### config.mk
export PLATFORM = sky130hd
export DESIGN_NAME = fsd_sync_detect
export DESIGN_NICKNAME = d
export VERILOG_FILES = /design/src/fsd_est_hist.v /design/src/fsd_sync_detect.v
export VERILOG_INCLUDE_DIRS = /design/src
export SDC_FILE = /design/constraint.sdc
export NUM_CORES = 1
export LEC_CHECK = 0
export BUFFER_PORTS_ARGS = -buffer_cell sky130_fd_sc_hd__buf_4
export CAP_MARGIN = 20
export CELL_PAD_IN_SITES_DETAIL_PLACEMENT = 1
export CELL_PAD_IN_SITES_GLOBAL_PLACEMENT = 1
export CORE_MARGIN = 2
export CORE_UTILIZATION = 53
export DETAILED_ROUTE_END_ITERATION = 16
export PLACE_DENSITY_LB_ADDON = 0.12
export SKIP_CTS_REPAIR_TIMING = 1
export SLEW_MARGIN = 5
export SYNTH_ARGS = -nofsm -noshare
export SYNTH_HDL_FRONTEND = slang
export SYNTH_SLANG_ARGS = --single-unit
### constraint.sdc
create_clock -name clk_sys -period 15.7 [get_ports clk_sys]
set_clock_uncertainty 0.2 [all_clocks]
set_input_delay 3.14 -clock clk_sys [delete_from_list [all_inputs] [get_ports clk_sys]]
set_output_delay 3.14 -clock clk_sys [all_outputs]
set_load 0.02 [all_outputs]
### src/fsd_map.vh
// register map, field positions, reset values and constants of the fsk sync detect block
`ifndef FSD_MAP_VH
`define FSD_MAP_VH

// --------------------------------------------------------------------------
// register indexes on the register port
// --------------------------------------------------------------------------
`define FSD_IDX_MOD_CFG      3'h0
`define FSD_IDX_RATE_CFG     3'h1
`define FSD_IDX_RXFEC_CFG    3'h2
`define FSD_IDX_THR_CFG      3'h3
`define FSD_IDX_SYNC_CFG     3'h4
`define FSD_IDX_PRE_LEN_LOW  3'h5

// --------------------------------------------------------------------------
// reset values
// --------------------------------------------------------------------------
`define FSD_RST_MOD_CFG      8'hD6
`define FSD_RST_RATE_CFG     8'h00
`define FSD_RST_RXFEC_CFG    8'h41
`define FSD_RST_THR_CFG      8'h80
`define FSD_RST_SYNC_CFG     8'h18
`define FSD_RST_PRE_LEN_LOW  8'h00

// --------------------------------------------------------------------------
// writable bit masks (others read as zero)
// --------------------------------------------------------------------------
`define FSD_MASK_RATE_CFG    8'hEF
`define FSD_MASK_SYNC_CFG    8'h7F

// --------------------------------------------------------------------------
// field positions
// --------------------------------------------------------------------------
`define FSD_BT_MSB           7
`define FSD_BT_LSB           6
`define FSD_MOD_INDEX_SCALE_MSB        5
`define FSD_MOD_INDEX_SCALE_LSB        4
`define FSD_MOD_INDEX_MSB         3
`define FSD_MOD_INDEX_LSB         1
`define FSD_MOD_ORDER_BIT         0
`define FSD_PLH_MSB          7
`define FSD_PLH_LSB          6
`define FSD_FI_BIT           5
`define FSD_SYMBOL_RATE_SEL_MSB        3
`define FSD_SYMBOL_RATE_SEL_LSB        0
`define FSD_PREAMBLE_RSSI_MODE_BIT         7
`define FSD_RXO_MSB          6
`define FSD_RXO_LSB          5
`define FSD_PREAMBLE_TIMEOUT_BIT        4
`define FSD_MSE_BIT          3
`define FSD_PRI_BIT          2
`define FSD_FEC_SCHEME_BIT         1
`define FSD_FEC_INTERLEAVE_BIT        0
`define FSD_SYNC_DETECT_THRESHOLD_MSB         7
`define FSD_SYNC_DETECT_THRESHOLD_LSB         4
`define FSD_PDT_MSB          3
`define FSD_PDT_LSB          0
`define FSD_SYNC_HARD_QUANT_BIT         6
`define FSD_SYNC_SINGLE_SENSE_BIT        5
`define FSD_RAWR_BIT         4
`define FSD_FT1_MSB          3
`define FSD_FT1_LSB          2
`define FSD_FT0_MSB          1
`define FSD_FT0_LSB          0

// --------------------------------------------------------------------------
// correlator constants
// --------------------------------------------------------------------------
`define FSD_WORD_LEN         16
`define FSD_HIST_DEPTH       32
`define FSD_EST_W            4
`define FSD_EST_POS_MAX      5'h07
`define FSD_EST_NEG_MAX      5'h19
`define FSD_EST_NEG_OVR      4'h8

`endif

### src/fsd_est_hist.v
// shift memory holding the most recent soft frequency estimates
`timescale 1ns/1ps

module fsd_est_hist #(
    parameter DEPTH = 32,
    parameter W     = 4
) (
    // clock and reset
    input  wire                 clk_sys,
    input  wire                 rst_n,
    // write side
    input  wire                 push,
    input  wire                 clear,
    input  wire [W-1:0]         din,
    // read side, slot 0 newest
    output reg  [DEPTH*W-1:0]   hist_q
);

    // shift in newest estimate at slot 0, oldest falls off the top
    always @(posedge clk_sys or negedge rst_n) begin
        if (!rst_n) begin
            hist_q <= {(DEPTH*W){1'b0}};
        end else if (clear) begin
            hist_q <= {(DEPTH*W){1'b0}};
        end else if (push) begin
            hist_q <= {hist_q[DEPTH*W-W-1:0], din};
        end
    end

endmodule // fsd_est_hist

### src/fsd_sync_detect.v
// fsk configuration registers and sync word correlator
//
// Contract
// - soft estimates are integers -7..+7; -8 input is clamped to -7
// - dual sense: two 16-estimate hypotheses against word 0 and word 1
// - correlation threshold is seven times the sync detect threshold field
// - single sense: word 0 on k..k+15 and word 1 on k+16..k+31 both exceed
// - hard quantization maps negative to -7, zero or positive to +7
// - bits 7:6 of modulation config select shaping bandwidth-time, reset 3
// - bits 5:4 scale the modulation index by 7/8, 1, 9/8, 5/4
// - bits 3:1 select modulation index 0.375 to 2.0, reset code 3
// - bit 0 selects two-level or four-level fsk, reset two-level
// - preamble length is 10 bits: two high bits plus low byte register
// - freq_invert inverts the sign of the fsk deviation
// - bits 3:0 select symbol rate 50 to 400 kHz, reset code 0
// - preamble_rssi_mode makes preamble detection use rssi, off at reset
// - receiver override restarts on 6, 12, 18 dB stronger frame; 3 disables
// - preamble_timeout restarts sync after one preamble length without sync
// - mode_switch_enable makes the mode-switch header bit evaluated
// - preamble_invert inverts deviation sign during the preamble only
// - fec_scheme selects non-recursive or recursive systematic code
// - fec_interleave enables code-symbol interleaving, reset on
// - lower preamble detect threshold means a more sensitive detector
// - sync config holds hard quant, single sense, msb first, frame types
// - frame type per word: uncoded std, uncoded raw, coded std, coded raw
// - 32-bit word is word 1 high, word 1 low, word 0 high, word 0 low
// - raw_msb_first orders raw payload octets msb first
`timescale 1ns/1ps
`include "fsd_map.vh"

module fsd_sync_detect (
    // clock and reset
    input  wire         clk_sys,
    input  wire         rst_n,
    // register port
    input  wire [2:0]   reg_addr,
    input  wire         reg_wr,
    input  wire [7:0]   reg_wdata,
    output reg  [7:0]   reg_rdata_q,
    // demodulator estimates
    input  wire         est_valid,
    input  wire [3:0]   est_value,
    input  wire         corr_clear,
    // programmed sync words, bit 0 sent first
    input  wire [15:0]  sync_word0,
    input  wire [15:0]  sync_word1,
    // correlator result
    output reg          sync_found_q,
    output reg          sync_word_sel_q,
    output reg  [1:0]   sync_frame_type_q,
    // modulation configuration
    output wire [1:0]   shaping_bandwidth_time,
    output wire [1:0]   mod_index_scale,
    output wire [2:0]   mod_index,
    output wire         mod_order,
    output reg  [7:0]   mod_index_eff_q,
    // rate and preamble configuration
    output reg  [9:0]   preamble_len_q,
    output wire         freq_invert,
    output wire [3:0]   symbol_rate_sel,
    output reg  [8:0]   symbol_rate_khz_q,
    // receiver and fec configuration
    output wire         preamble_rssi_mode,
    output wire [1:0]   receiver_override,
    output reg          override_enable_q,
    output reg  [4:0]   override_step_db_q,
    output wire         preamble_timeout,
    output wire         mode_switch_enable,
    output wire         preamble_invert,
    output wire         fec_scheme,
    output wire         fec_interleave,
    // thresholds and sync search configuration
    output wire [3:0]   sync_detect_threshold,
    output wire [3:0]   preamble_detect_threshold,
    output wire         sync_hard_quant,
    output wire         sync_single_sense,
    output wire         raw_msb_first,
    output wire [1:0]   frame_type_word0,
    output wire [1:0]   frame_type_word1
);

    // --------------------------------------------------------------------
    // functions
    // --------------------------------------------------------------------

    // signed weighted term of one estimate against one sync bit
    function [4:0] fsd_term;
        input       wbit;
        input [3:0] est;
        input       hard;
        reg   [4:0] v;
        begin
            v = {est[3], est};
            if (est == `FSD_EST_NEG_OVR) begin
                v = `FSD_EST_NEG_MAX;
            end
            if (hard) begin
                v = est[3] ? `FSD_EST_NEG_MAX : `FSD_EST_POS_MAX;
            end
            fsd_term = wbit ? v : (5'h00 - v);
        end
    endfunction

    // correlate 16 history slots starting at base against a word
    function [8:0] fsd_corr;
        input [`FSD_HIST_DEPTH*`FSD_EST_W-1:0] hist;
        input [15:0]                           word;
        input [5:0]                            base;
        input                                  hard;
        integer     n;
        reg   [4:0] t;
        reg   [8:0] acc;
        begin
            acc = 9'h000;
            t   = 5'h00;
            // x(k+n) sits at slot base-n, slot 0 newest
            for (n = 0; n < `FSD_WORD_LEN; n = n + 1) begin
                t   = fsd_term(word[n], hist[(base - n)*`FSD_EST_W +: `FSD_EST_W], hard);
                acc = acc + {{4{t[4]}}, t};
            end
            fsd_corr = acc;
        end
    endfunction

    // --------------------------------------------------------------------
    // configuration registers
    // --------------------------------------------------------------------
    reg  [7:0]  mod_cfg_q;
    reg  [7:0]  rate_cfg_q;
    reg  [7:0]  rxfec_cfg_q;
    reg  [7:0]  thr_cfg_q;
    reg  [7:0]  sync_cfg_q;
    reg  [7:0]  pre_len_low_q;

    // register writes; reserved bits stay zero
    always @(posedge clk_sys or negedge rst_n) begin
        if (!rst_n) begin
            mod_cfg_q     <= `FSD_RST_MOD_CFG;
            rate_cfg_q    <= `FSD_RST_RATE_CFG;
            rxfec_cfg_q   <= `FSD_RST_RXFEC_CFG;
            thr_cfg_q     <= `FSD_RST_THR_CFG;
            sync_cfg_q    <= `FSD_RST_SYNC_CFG;
            pre_len_low_q <= `FSD_RST_PRE_LEN_LOW;
        end else if (reg_wr) begin
            case (reg_addr)
                `FSD_IDX_MOD_CFG:     mod_cfg_q     <= reg_wdata;
                `FSD_IDX_RATE_CFG:    rate_cfg_q    <= reg_wdata & `FSD_MASK_RATE_CFG;
                `FSD_IDX_RXFEC_CFG:   rxfec_cfg_q   <= reg_wdata;
                `FSD_IDX_THR_CFG:     thr_cfg_q     <= reg_wdata;
                `FSD_IDX_SYNC_CFG:    sync_cfg_q    <= reg_wdata & `FSD_MASK_SYNC_CFG;
                `FSD_IDX_PRE_LEN_LOW: pre_len_low_q <= reg_wdata;
                default:              pre_len_low_q <= pre_len_low_q;
            endcase
        end
    end

    // registered read data, unmapped indexes read zero
    always @(posedge clk_sys or negedge rst_n) begin
        if (!rst_n) begin
            reg_rdata_q <= 8'h00;
        end else begin
            case (reg_addr)
                `FSD_IDX_MOD_CFG:     reg_rdata_q <= mod_cfg_q;
                `FSD_IDX_RATE_CFG:    reg_rdata_q <= rate_cfg_q;
                `FSD_IDX_RXFEC_CFG:   reg_rdata_q <= rxfec_cfg_q;
                `FSD_IDX_THR_CFG:     reg_rdata_q <= thr_cfg_q;
                `FSD_IDX_SYNC_CFG:    reg_rdata_q <= sync_cfg_q;
                `FSD_IDX_PRE_LEN_LOW: reg_rdata_q <= pre_len_low_q;
                default:              reg_rdata_q <= 8'h00;
            endcase
        end
    end

    // --------------------------------------------------------------------
    // configuration fields to the baseband
    // --------------------------------------------------------------------

    // modulation fields
    assign shaping_bandwidth_time = mod_cfg_q[`FSD_BT_MSB:`FSD_BT_LSB];
    assign mod_index_scale        = mod_cfg_q[`FSD_MOD_INDEX_SCALE_MSB:`FSD_MOD_INDEX_SCALE_LSB];
    assign mod_index              = mod_cfg_q[`FSD_MOD_INDEX_MSB:`FSD_MOD_INDEX_LSB];
    assign mod_order              = mod_cfg_q[`FSD_MOD_ORDER_BIT];

    // rate and preamble fields
    assign freq_invert            = rate_cfg_q[`FSD_FI_BIT];
    assign symbol_rate_sel        = rate_cfg_q[`FSD_SYMBOL_RATE_SEL_MSB:`FSD_SYMBOL_RATE_SEL_LSB];

    // receiver and fec fields
    assign preamble_rssi_mode     = rxfec_cfg_q[`FSD_PREAMBLE_RSSI_MODE_BIT];
    assign receiver_override      = rxfec_cfg_q[`FSD_RXO_MSB:`FSD_RXO_LSB];
    assign preamble_timeout       = rxfec_cfg_q[`FSD_PREAMBLE_TIMEOUT_BIT];
    assign mode_switch_enable     = rxfec_cfg_q[`FSD_MSE_BIT];
    assign preamble_invert        = rxfec_cfg_q[`FSD_PRI_BIT];
    assign fec_scheme             = rxfec_cfg_q[`FSD_FEC_SCHEME_BIT];
    assign fec_interleave         = rxfec_cfg_q[`FSD_FEC_INTERLEAVE_BIT];

    // thresholds and sync search fields
    assign sync_detect_threshold     = thr_cfg_q[`FSD_SYNC_DETECT_THRESHOLD_MSB:`FSD_SYNC_DETECT_THRESHOLD_LSB];
    assign preamble_detect_threshold = thr_cfg_q[`FSD_PDT_MSB:`FSD_PDT_LSB];
    assign sync_hard_quant           = sync_cfg_q[`FSD_SYNC_HARD_QUANT_BIT];
    assign sync_single_sense         = sync_cfg_q[`FSD_SYNC_SINGLE_SENSE_BIT];
    assign raw_msb_first             = sync_cfg_q[`FSD_RAWR_BIT];
    assign frame_type_word0          = sync_cfg_q[`FSD_FT0_MSB:`FSD_FT0_LSB];
    assign frame_type_word1          = sync_cfg_q[`FSD_FT1_MSB:`FSD_FT1_LSB];

    // --------------------------------------------------------------------
    // derived settings
    // --------------------------------------------------------------------
    reg  [4:0]  mod_index_eighths;
    reg  [3:0]  scale_eighths;
    reg  [8:0]  rate_khz;
    reg  [4:0]  ovr_db;
    wire [8:0]  mod_index_prod;

    // index in eighths and scale in eighths
    always @* begin
        case (mod_index)
            3'h0:    mod_index_eighths = 5'h03;
            3'h1:    mod_index_eighths = 5'h04;
            3'h2:    mod_index_eighths = 5'h06;
            3'h3:    mod_index_eighths = 5'h08;
            3'h4:    mod_index_eighths = 5'h0A;
            3'h5:    mod_index_eighths = 5'h0C;
            3'h6:    mod_index_eighths = 5'h0E;
            default: mod_index_eighths = 5'h10;
        endcase
        case (mod_index_scale)
            2'h0:    scale_eighths = 4'h7;
            2'h1:    scale_eighths = 4'h8;
            2'h2:    scale_eighths = 4'h9;
            default: scale_eighths = 4'hA;
        endcase
    end

    // applied index in 1/64 steps
    assign mod_index_prod = {4'h0, mod_index_eighths} * {5'h00, scale_eighths};

    // symbol rate and override step decode; unused rate codes give zero
    always @* begin
        case (symbol_rate_sel)
            4'h0:    rate_khz = 9'h032;
            4'h1:    rate_khz = 9'h064;
            4'h2:    rate_khz = 9'h096;
            4'h3:    rate_khz = 9'h0C8;
            4'h4:    rate_khz = 9'h12C;
            4'h5:    rate_khz = 9'h190;
            default: rate_khz = 9'h000;
        endcase
        case (receiver_override)
            2'h0:    ovr_db = 5'h06;
            2'h1:    ovr_db = 5'h0C;
            2'h2:    ovr_db = 5'h12;
            default: ovr_db = 5'h00;
        endcase
    end

    // register the derived settings
    always @(posedge clk_sys or negedge rst_n) begin
        if (!rst_n) begin
            mod_index_eff_q    <= 8'h00;
            preamble_len_q     <= 10'h000;
            symbol_rate_khz_q  <= 9'h000;
            override_enable_q  <= 1'b0;
            override_step_db_q <= 5'h00;
        end else begin
            mod_index_eff_q    <= mod_index_prod[7:0];
            preamble_len_q     <= {rate_cfg_q[`FSD_PLH_MSB:`FSD_PLH_LSB],
                                   pre_len_low_q};
            symbol_rate_khz_q  <= rate_khz;
            override_enable_q  <= (receiver_override != 2'h3);
            override_step_db_q <= ovr_db;
        end
    end

    // --------------------------------------------------------------------
    // estimate history
    // --------------------------------------------------------------------
    wire [`FSD_HIST_DEPTH*`FSD_EST_W-1:0] hist;
    reg  [5:0]                            fill_q;
    reg                                   eval_q;

    fsd_est_hist #(
        .DEPTH   (`FSD_HIST_DEPTH),
        .W       (`FSD_EST_W)
    ) u_hist (
        .clk_sys (clk_sys),
        .rst_n   (rst_n),
        .push    (est_valid),
        .clear   (corr_clear),
        .din     (est_value),
        .hist_q  (hist)
    );

    // count stored estimates so no hypothesis looks at empty slots
    always @(posedge clk_sys or negedge rst_n) begin
        if (!rst_n) begin
            fill_q <= 6'h00;
            eval_q <= 1'b0;
        end else begin
            eval_q <= est_valid & ~corr_clear;
            if (corr_clear) begin
                fill_q <= 6'h00;
            end else if (est_valid && fill_q != 6'h20) begin
                fill_q <= fill_q + 6'h01;
            end
        end
    end

    // --------------------------------------------------------------------
    // correlator
    // --------------------------------------------------------------------
    wire [7:0]  thr;
    wire [8:0]  sum_dual0;
    wire [8:0]  sum_dual1;
    wire [8:0]  sum_single0;
    wire [8:0]  sum_single1;
    wire        hit_dual0;
    wire        hit_dual1;
    wire        hit_single;

    // threshold is 7 x field
    assign thr = {1'b0, sync_detect_threshold, 3'h0} - {4'h0, sync_detect_threshold};

    // dual sense: last 16 estimates, slot 15 oldest
    assign sum_dual0 = fsd_corr(hist, sync_word0, 6'h0F, sync_hard_quant);
    assign sum_dual1 = fsd_corr(hist, sync_word1, 6'h0F, sync_hard_quant);

    // single sense: word 0 on older half, word 1 on newer half
    assign sum_single0 = fsd_corr(hist, sync_word0, 6'h1F, sync_hard_quant);
    assign sum_single1 = fsd_corr(hist, sync_word1, 6'h0F, sync_hard_quant);

    // strict greater-than comparisons in signed arithmetic
    assign hit_dual0  = ($signed(sum_dual0) > $signed({1'b0, thr})) && (fill_q >= 6'h10);
    assign hit_dual1  = ($signed(sum_dual1) > $signed({1'b0, thr})) && (fill_q >= 6'h10);
    assign hit_single = ($signed(sum_single0) > $signed({1'b0, thr}))
                        && ($signed(sum_single1) > $signed({1'b0, thr}))
                        && (fill_q == 6'h20);

    // detection pulse with the matching word and its frame type
    always @(posedge clk_sys or negedge rst_n) begin
        if (!rst_n) begin
            sync_found_q      <= 1'b0;
            sync_word_sel_q   <= 1'b0;
            sync_frame_type_q <= 2'h0;
        end else begin
            sync_found_q <= 1'b0;
            if (eval_q && !corr_clear) begin
                if (sync_single_sense) begin
                    if (hit_single) begin
                        sync_found_q      <= 1'b1;
                        sync_word_sel_q   <= 1'b0;
                        sync_frame_type_q <= frame_type_word0;
                    end
                end else if (hit_dual0) begin
                    sync_found_q      <= 1'b1;
                    sync_word_sel_q   <= 1'b0;
                    sync_frame_type_q <= frame_type_word0;
                end else if (hit_dual1) begin
                    sync_found_q      <= 1'b1;
                    sync_word_sel_q   <= 1'b1;
                    sync_frame_type_q <= frame_type_word1;
                end
            end
        end
    end

endmodule // fsd_sync_detect

==> reports/metrics.csv, run 1 <==
metric;value;unit
start_util;53.7;%
clkTransAtPathRegs;60;ps
timing.critical_path.required;15950;ps
grtUsageMet3;5.00;%
dr.pass1.iters;5;
ys_seq_area_share;27.0;%
postSynthCellCount;2181;
die_h;202;um
die_area;0.0409;mm2
setup-tns-final;0;ps
clk_latency;570;ps
ys_types;63;
fin_crit_sh;64.1;%
synth_compound_area_share;10.4;%
synth_adder_area_share;28.6;%
drt-total-wl;57600;um
cts_buffers;26;
htree_levels;1;
syn_area;0.0208;mm2
numPortBuffers;130;
synth-seq-cells;224;
cp-end-kind;flip-flop;
drtIter0Drc;614;
stdcell_count;2769;
async_flop_share;100;%
synth_top_family_by_area;adder cells;
min_delay_path_depth;0;
hold_viol_final;0;
r2r_start;sync_cfg_q[6]$_DFFE_PN0P_;
row_count;72;
use_met1;39.0;%
setup-violations-final;0;
n_antenna_cell;0;
use_met2;49.5;%
status;finished, final reports clean;
yosys_warnings;0;
slew_headroom;26.6;%
vias_per_cell;5.64;
path_max_fanout;14;
io_pins;133;
grt_start_max_net_pins;104;
max_stage_delay;610;ps
worst_pin_slew;1100;ps
crit_path_frequent_cell;fa_1;
grt_pass1_vias;17400;
cp_slowest_cell;fa_1;
fin_nets;2620;
holdCritPathClass;flip-flop to flip-flop;
startpoint_type;input pin;
hold_start;rate_cfg_q[6]$_DFFE_PN0P_;
syn_to_final_growth;10.2;%
max_freq;99.4;MHz
wl_per_cell;20.8;um
grt_setup_unrepaired;false;
gr-total-overflow;0;
post-dp-hpwl;44800;um
cts_root_buf;clkbuf_16;
vias;15600;
grt_pass1_wl;94700;um
cp_data_arrival_time;10320;ps
gp_congestion;0.946;
synthSimpleGateAreaFrac;10.8;%
path_class;input pin to flip-flop;
whs_endpoint;preamble_len_q[8]$_DFF_PN0_;
route.detailed.drc;0;
top_usage_layer;met2;
grt.total_usage;29.2;%
placedCellCount;2721;
drv_cap;0;
die_x;202;um
synth_edf_count;0;
synth_flop_cell;dfrtp_1;
synthMuxAreaShare;10.6;%
drive_above_1_share;11.5;%
cts_tree;yes;
antenna_left;0;
ff2ff_path_depth;30;
reg2reg_to;sync_frame_type_q[0]$_DFFE_PN0P_;
core-area;0.0387;mm2
cts_max_path_buffers;3;
avgSynthCellArea;9.55;um2
slew_viol_final;0;
reg2reg_slack;6300;ps
fin_crit;10060;ps
cts.sinks;224;
synth_xor_area_share;4.67;%
antenna_found_initial;1;
## routing by layer
layer | share of wire [%] | wire length, um
met3 | 4.7 | 2710
met5 | 0 | 0
met4 | 2.9 | 1660
met1 | 44 | 25000
met2 | 49 | 28100
## synth_stat cells (9+ instances only)
library cell / count / area, um2
o22ai_1: 9 / 56.3
nand2b_1: 10 / 62.6
nand2_1: 72 / 270
xor2_1: 28 / 245
fa_1: 231 / 4620
o21a_1: 12 / 90.1
dfrtp_1: 214 / 5360
a211oi_1: 34 / 255
a211o_1: 18 / 158
nor4_1: 21 / 131
buf_1: 27 / 101
o21ai_0: 71 / 355
dfstp_2: 10 / 263
a21oi_1: 116 / 581
nand3_1: 11 / 55.1
nor2_1: 309 / 1160
mux2i_1: 151 / 1510
mux2_2: 60 / 676
inv_1: 319 / 1200
nor2b_1: 12 / 75.1
clkbuf_1: 81 / 304
a21o_1: 35 / 263
ha_1: 106 / 1330
o21bai_1: 10 / 75.1
xnor2_1: 83 / 727
and2_1: 14 / 87.6
nor3_1: 43 / 215
## cells in the final DEF, fill, tap and decap left out, drive strengths merged, types with 35 or more instances in the layout
cell / n
nor3: 43
a21o: 37
xnor2: 83
mux2i: 151
o21ai: 72
mux2: 61
nand2: 72
buf: 136
ha: 106
a21oi: 116
fa: 231
clkbuf: 39
a211oi: 35
inv: 319
nor2: 309
dfrtp: 214
## cells by family after synthesis
group / Yosys count
adders and majority gates: 337
buffers and inverters: 435
DFF: 224
and+or+nand+nor: 516
xor gates and xnor gates: 111
muxes: 212
other: 1
AOI/OAI and AO/OA: 345
## sequential cells by signal, indices dropped and copies added (netlist names), 8 cells and up
signal	cells
u_hist.hist_q	128
preamble_len_q	10
symbol_rate_khz_q	8
reg_rdata_q	8
rxfec_cfg_q	8
thr_cfg_q	8
mod_index_eff_q	8
mod_cfg_q	8
pre_len_low_q	8
## worst max-delay path, delay by kind of cell
| kind | cells | cell delay [ps] |
|---|---|---|
| adders and majority gates | 8 | 3890 |
| and+or+nand+nor | 4 | 910 |
| xor gates and xnor gates | 1 | 170 |
| buffers and inverters | 4 | 380 |
| AOI/OAI and AO/OA | 8 | 1500 |
| muxes | 1 | 330 |
## through the flow
stage | instance area [um2] | worst slack [ps] | utilization, % | hold WS, ps
after floorplan | 20800 | 5810 | - | 164
after global placement | 22000 | 5570 | 56.9 | 175
after detailed placement | 22000 | 5180 | 56.9 | 184
after CTS | 22900 | 5740 | 59.2 | 199
after global routing | 22900 | 5340 | 59.2 | 213
final | 22900 | 5640 | 59.2 | 200
## final cells by class
type	instances	area [um2]
sequential	224	5620
inverter	320	1200
fill	4358	15800
multi-input combinational	1523	13500
clock inverter	9	170
tap	518	648
timing repair buffer	136	1030
clock buffer	39	729
## worst max path at each step
stage                  startpoint                          endpoint  slack, ps  depth (start not counted)
detailed placement  sync_word0[6]  sync_frame_type_q[0]$_DFFE_PN0P_       5180                         26
CTS                 sync_word0[6]  sync_frame_type_q[0]$_DFFE_PN0P_       5740                         26
global route        sync_word0[6]  sync_frame_type_q[0]$_DFFE_PN0P_       5340                         26
floorplan           sync_word0[9]  sync_frame_type_q[0]$_DFFE_PN0P_       5810                         29
finish              sync_word0[6]  sync_frame_type_q[0]$_DFFE_PN0P_       5640                         26
global placement    sync_word0[3]  sync_frame_type_q[0]$_DFFE_PN0P_       5570                         25
Power of run 1 is left out: the tool's default activity adds up to more than one toggle a clock period on the data nets, which glitch-free logic cannot reach.
==> inputs of run 2 (changes only) <==
CORE_UTILIZATION = 44   (was 53)
clock period = 8.8 ns   (was 15.7 ns; I/O delays follow)
==> run 2 against run 1 <==
  * The flow now finishes with violations (design-rule violations)
  * Register-to-register slack worse by 5800 ps
  * Cell count up 3.9%
  * Die area rose by 20%
  * Critical path depth rose by 5
  * Core utilization fell by 9.3 points
==> reports/metrics.csv, run 2 (same netlist as run 1, synthesis figures left out) <==
metric;value;unit;change
status;finished with violations;;
violations;design-rule violations;;
cts_tree;yes;;
setup-violations-final;0;;unchanged
regMostFlops;u_hist.hist_q;;
placedCellCount;2826;;+3.9%
largest_reg_flops;128;;unchanged
cts_buffers;28;;+7.7%
cp_data_arrival_time;8630;ps;-1690 ps
post-dp-hpwl;45800;um;+2.2%
clk_latency;600;ps;+30 ps
cp_slowest_cell;dfrtp_4;;
syn_to_final_growth;11.9;%;
antenna_found_initial;0;;-1
gp_congestion;0.884;;-6.6%
cts_root_buf;clkbuf_16;;
max_freq;120;MHz;
grt_pass1_vias;17000;;-2.1%
timing.critical_path.required;9120;ps;-6830 ps
crit_path_frequent_cell;fa_1;;
start_util;44.6;%;-9.1 points
crit_start;sync_cfg_q[6]$_DFFE_PN0P_;;
core-area;0.0467;mm2;+20%
die_h;222;um;+9.6%
drive_above_1_share;12.5;%;+1.0 points
startpoint_type;flip-flop;;
n_antenna_cell;0;;unchanged
numPortBuffers;130;;unchanged
cts.sinks;224;;unchanged
wl_per_cell;20.2;um;-2.9%
drv_cap;0;;unchanged
antenna_left;0;;unchanged
r2r_start;sync_cfg_q[6]$_DFFE_PN0P_;;
fin_nets;2639;;+0.73%
fin_crit;8310;ps;
vias_per_cell;5.34;;-5.3%
max_stage_delay;640;ps;+30 ps
reg_top3;u_hist.hist_q (128), preamble_len_q (10);;
drtIter0Drc;632;;+2.9%
vias;15400;;-1.6%
io_pins;133;;unchanged
ff2ff_path_depth;31;;+3.3%
slew_headroom;32.5;%;+5.8 points
holdCritPathClass;flip-flop to flip-flop;;
fin_util;49.9;%;-9.3 points
path_class;flip-flop to flip-flop;;
clkTransAtPathRegs;60;ps;about the same
worst_pin_slew;1010;ps;-87.2 ps
grt.total_usage;24.4;%;-4.8 points
grt_setup_unrepaired;false;;
final_common_cell;inv_1;;
setup_slack;492;ps;-5150 ps
fin_crit_sh;94.4;%;
grt_start_max_net_pins;154;;+48%
route.detailed.drc;3;;+3
preCtsSetupSlack;-20.7;ps;-5200 ps
slew_viol_final;0;;unchanged
reg2reg_slack;490;ps;-5810 ps
stdcell_count;2877;;+3.9%
grt_pass1_wl;95000;um;+0.40%
htree_levels;1;;unchanged
cp-endpoint;sync_frame_type_q[1]$_DFFE_PN0P_;;
final_cell_mix;inv_1 (319), nor2_1 (309), fa_1 (231);;
gr-total-overflow;0;;unchanged
dr.pass1.iters;11;;+6
reg2reg_to;sync_frame_type_q[1]$_DFFE_PN0P_;;
die_area;0.0491;mm2;+20%
row_count;79;;+9.7%
drt-total-wl;58000;um;+0.84%
die_x;222;um;+9.6%
cp-end-kind;flip-flop;;
hold_viol_final;0;;unchanged
cts_max_path_buffers;3;;unchanged
path_max_fanout;21;;+7
## run 2: changes by cell type in the layout (fill, tap and decap cells not counted), sizes merged
cell,change
buf,+17
clkbuf,-4
clkinvlp,+3
clkinv,+2
inv,+1
## run 2: worst min path at each step
| stage | start | endpoint | cells past startpoint | slack (ps) |
|---|---|---|---|---|
| final | pre_len_low_q[5]$_DFFE_PN0P_ | preamble_len_q[5]$_DFF_PN0_ | 0 | 200 |
| after global routing | pre_len_low_q[5]$_DFFE_PN0P_ | preamble_len_q[5]$_DFF_PN0_ | 0 | 200 |
| after floorplan | pre_len_low_q[1]$_DFFE_PN0P_ | preamble_len_q[1]$_DFF_PN0_ | 0 | 160 |
| after CTS | pre_len_low_q[5]$_DFFE_PN0P_ | preamble_len_q[5]$_DFF_PN0_ | 0 | 200 |
| after global placement | pre_len_low_q[1]$_DFFE_PN0P_ | preamble_len_q[1]$_DFF_PN0_ | 0 | 170 |
| after detailed placement | pre_len_low_q[5]$_DFFE_PN0P_ | preamble_len_q[5]$_DFF_PN0_ | 0 | 180 |
## run 2: metrics by stage
| step | cell area (um2) | hold WS, ps | setup TNS [ps] |
|---|---|---|---|
| after detailed placement | 22300 | 178 | -20.7 |
| after floorplan | 20800 | 164 | 0 |
| after global routing | 23300 | 204 | 0 |
| after CTS | 23300 | 198 | 0 |
| final | 23300 | 200 | 0 |
| after global placement | 22300 | 173 | 0 |
## run 2: area by class of cell
class | instances | area [um2]
Clock buffer | 35 | 757
Sequential cell | 224 | 5620
Multi-Input combinational cell | 1523 | 13500
Fill cell | 5286 | 23400
Clock inverter | 15 | 221
Timing Repair Buffer | 153 | 1200
Tap cell | 607 | 759
Inverter | 320 | 1200
## run 2: metal layers
metal	global-route usage (%)	share of wire [%]	up-vias	routed length, um
li1	-	-	7227	-
met1	34.0	46	7834	26600
met2	40.1	47	247	27400
met3	4.82	5.2	56	3030
met4	4.01	1.7	0	969
met5	0	0	-	0
## run 2: worst max-delay path, delay by kind of cell (launching register included)
family          cells  cell delay, ps
fa+ha+maj          10            4350
compound gates      7             930
simple gates        5             880
buf+inv             7             830
flops               1             640
mux                 1             200
xor+xnor            1             160
Power of run 2 is left out for the same reason.
==> inputs of run 3 (changes only) <==
CAP_MARGIN = unset   (was 20)
MAX_ROUTING_LAYER = met4   (was unset)
==> run 3 against run 2 <==
  * Highest routed layer unchanged
  * Critical path type unchanged
  * Die area unchanged
  * The run still ends with design-rule violations left
  * Sequential share of layout area barely moved
  * Critical endpoint is now sync_frame_type_q[0]$_DFFE_PN0P_
  * Core utilization about the same
  * Flip-flop and latch count unchanged
==> reports/metrics.csv, run 3 (same netlist as run 1, synthesis figures left out) <==
metric;value;unit;change
status;finished with violations;;
violations;design-rule violations;;
drtIter0Drc;599;;-5.2%
timing.critical_path.required;9060;ps;-60 ps
cts_max_path_buffers;3;;unchanged
fin_crit_sh;94.3;%;about the same
die_x;222;um;unchanged
grt_pass1_vias;17000;;-0.024%
vias_per_cell;5.36;;+0.38%
max_stage_delay;560;ps;-80 ps
hold_viol_final;0;;unchanged
antenna_found_initial;1;;+1
io_pins;133;;unchanged
path_depth;29;;-6.5%
holdCritPathClass;flip-flop to flip-flop;;
cp-end-kind;flip-flop;;
start_util;44.6;%;unchanged
reg_top3;u_hist.hist_q (128), preamble_len_q (10);;
antenna_left;0;;unchanged
ff2ff_path_depth;29;;-6.5%
drive_above_1_share;12.5;%;+0.044 points
cp_slowest_cell;fa_1;;
max_freq;120;MHz;about the same
vias;15400;;+0.41%
fin_nets;2637;;-0.076%
regMostFlops;u_hist.hist_q;;
die_area;0.0491;mm2;unchanged
worst_pin_slew;1020;ps;+2.97 ps
final_cell_mix;inv_1 (319), nor2_1 (309), fa_1 (231);;
startpoint_type;flip-flop;;
grt_pass1_wl;94600;um;-0.49%
grt_start_max_net_pins;146;;-5.2%
gr-total-overflow;0;;unchanged
fin_util;50.0;%;about the same
gp_congestion;0.874;;-1.1%
drt-total-wl;56800;um;-2.1%
whs;206;ps;+5.31 ps
clkTransAtPathRegs;60;ps;about the same
grt.total_usage;24.8;%;+0.49 points
drv_cap;0;;unchanged
row_count;79;;unchanged
wl_per_cell;19.7;um;-2.1%
setup-tns-final;0;ps;unchanged
grt_setup_unrepaired;false;;
cts.sinks;224;;unchanged
largest_reg_flops;128;;unchanged
crit_path_frequent_cell;fa_1;;
syn_to_final_growth;12.0;%;about the same
route.detailed.drc;3;;unchanged
path_max_fanout;106;;+400%
cts_buffers;28;;unchanged
cp_data_arrival_time;8570;ps;-60 ps
setup-violations-final;0;;unchanged
path_class;flip-flop to flip-flop;;
cts_tree;yes;;
post-dp-hpwl;45300;um;-1.0%
preCtsSetupSlack;-4.62;ps;+16.1 ps
critPathBufInv;5;;-2
clk_latency;580;ps;-20 ps
min_delay_path_depth;0;;unchanged
cts_root_buf;clkbuf_16;;
fin_crit;8300;ps;-7.46 ps
htree_levels;1;;unchanged
die_h;222;um;unchanged
final_common_cell;inv_1;;
numPortBuffers;130;;unchanged
dr.pass1.iters;11;;unchanged
critical-path-top-delay-family;adder cells;;
slew_viol_final;0;;unchanged
setup_slack;499;ps;+7.46 ps
slew_headroom;32.3;%;-0.20 points
core-area;0.0467;mm2;unchanged
run 3: routing by layer:
metal / global-route usage, % / vias to the layer above / wire length, um / part of all wire (%)
met2: 39.7 / 228 / 26800 / 47
met4: 4.88 / 0 / 1260 / 2.2
met3: 5.18 / 65 / 2940 / 5.2
met1: 33.0 / 7904 / 25800 / 45
met5: - / - / 0 / 0
li1: - / 7230 / - / -
run 3: final cells by class:
| type | instances | area, um2 |
|---|---|---|
| clock buffers | 39 | 812 |
| inverters | 320 | 1200 |
| clock inverters | 13 | 184 |
| well taps | 607 | 759 |
| diodes | 1 | 2.50 |
| repair buffers | 151 | 1190 |
| multi-input cells | 1523 | 13500 |
| fillers | 5330 | 23300 |
| flip-flops and latches | 224 | 5620 |
run 3: stage by stage:
step	cells	instance area (um2)
after CTS	2877	23300
after floorplan	2182	20800
after global placement	2825	22300
after global routing	2878	23300
after detailed placement	2825	22300
final	2878	23300
run 3: final timing paths:
check	to	slack, ps	startpoint
setup / recovery	sync_frame_type_q[0]$_DFFE_PN0P_	500	sync_cfg_q[6]$_DFFE_PN0P_
setup reg to reg	sync_frame_type_q[0]$_DFFE_PN0P_	500	sync_cfg_q[6]$_DFFE_PN0P_
hold / removal	preamble_len_q[3]$_DFF_PN0_	210	pre_len_low_q[3]$_DFFE_PN0P_
hold reg to reg	preamble_len_q[3]$_DFF_PN0_	210	pre_len_low_q[3]$_DFFE_PN0P_
min in group asynchronous	u_hist.hist_q[114]$_DFFE_PN0P_	940	rst_n
max in group asynchronous	sync_cfg_q[6]$_DFFE_PN0P_	6110	rst_n
Power of run 3 is left out for the same reason.
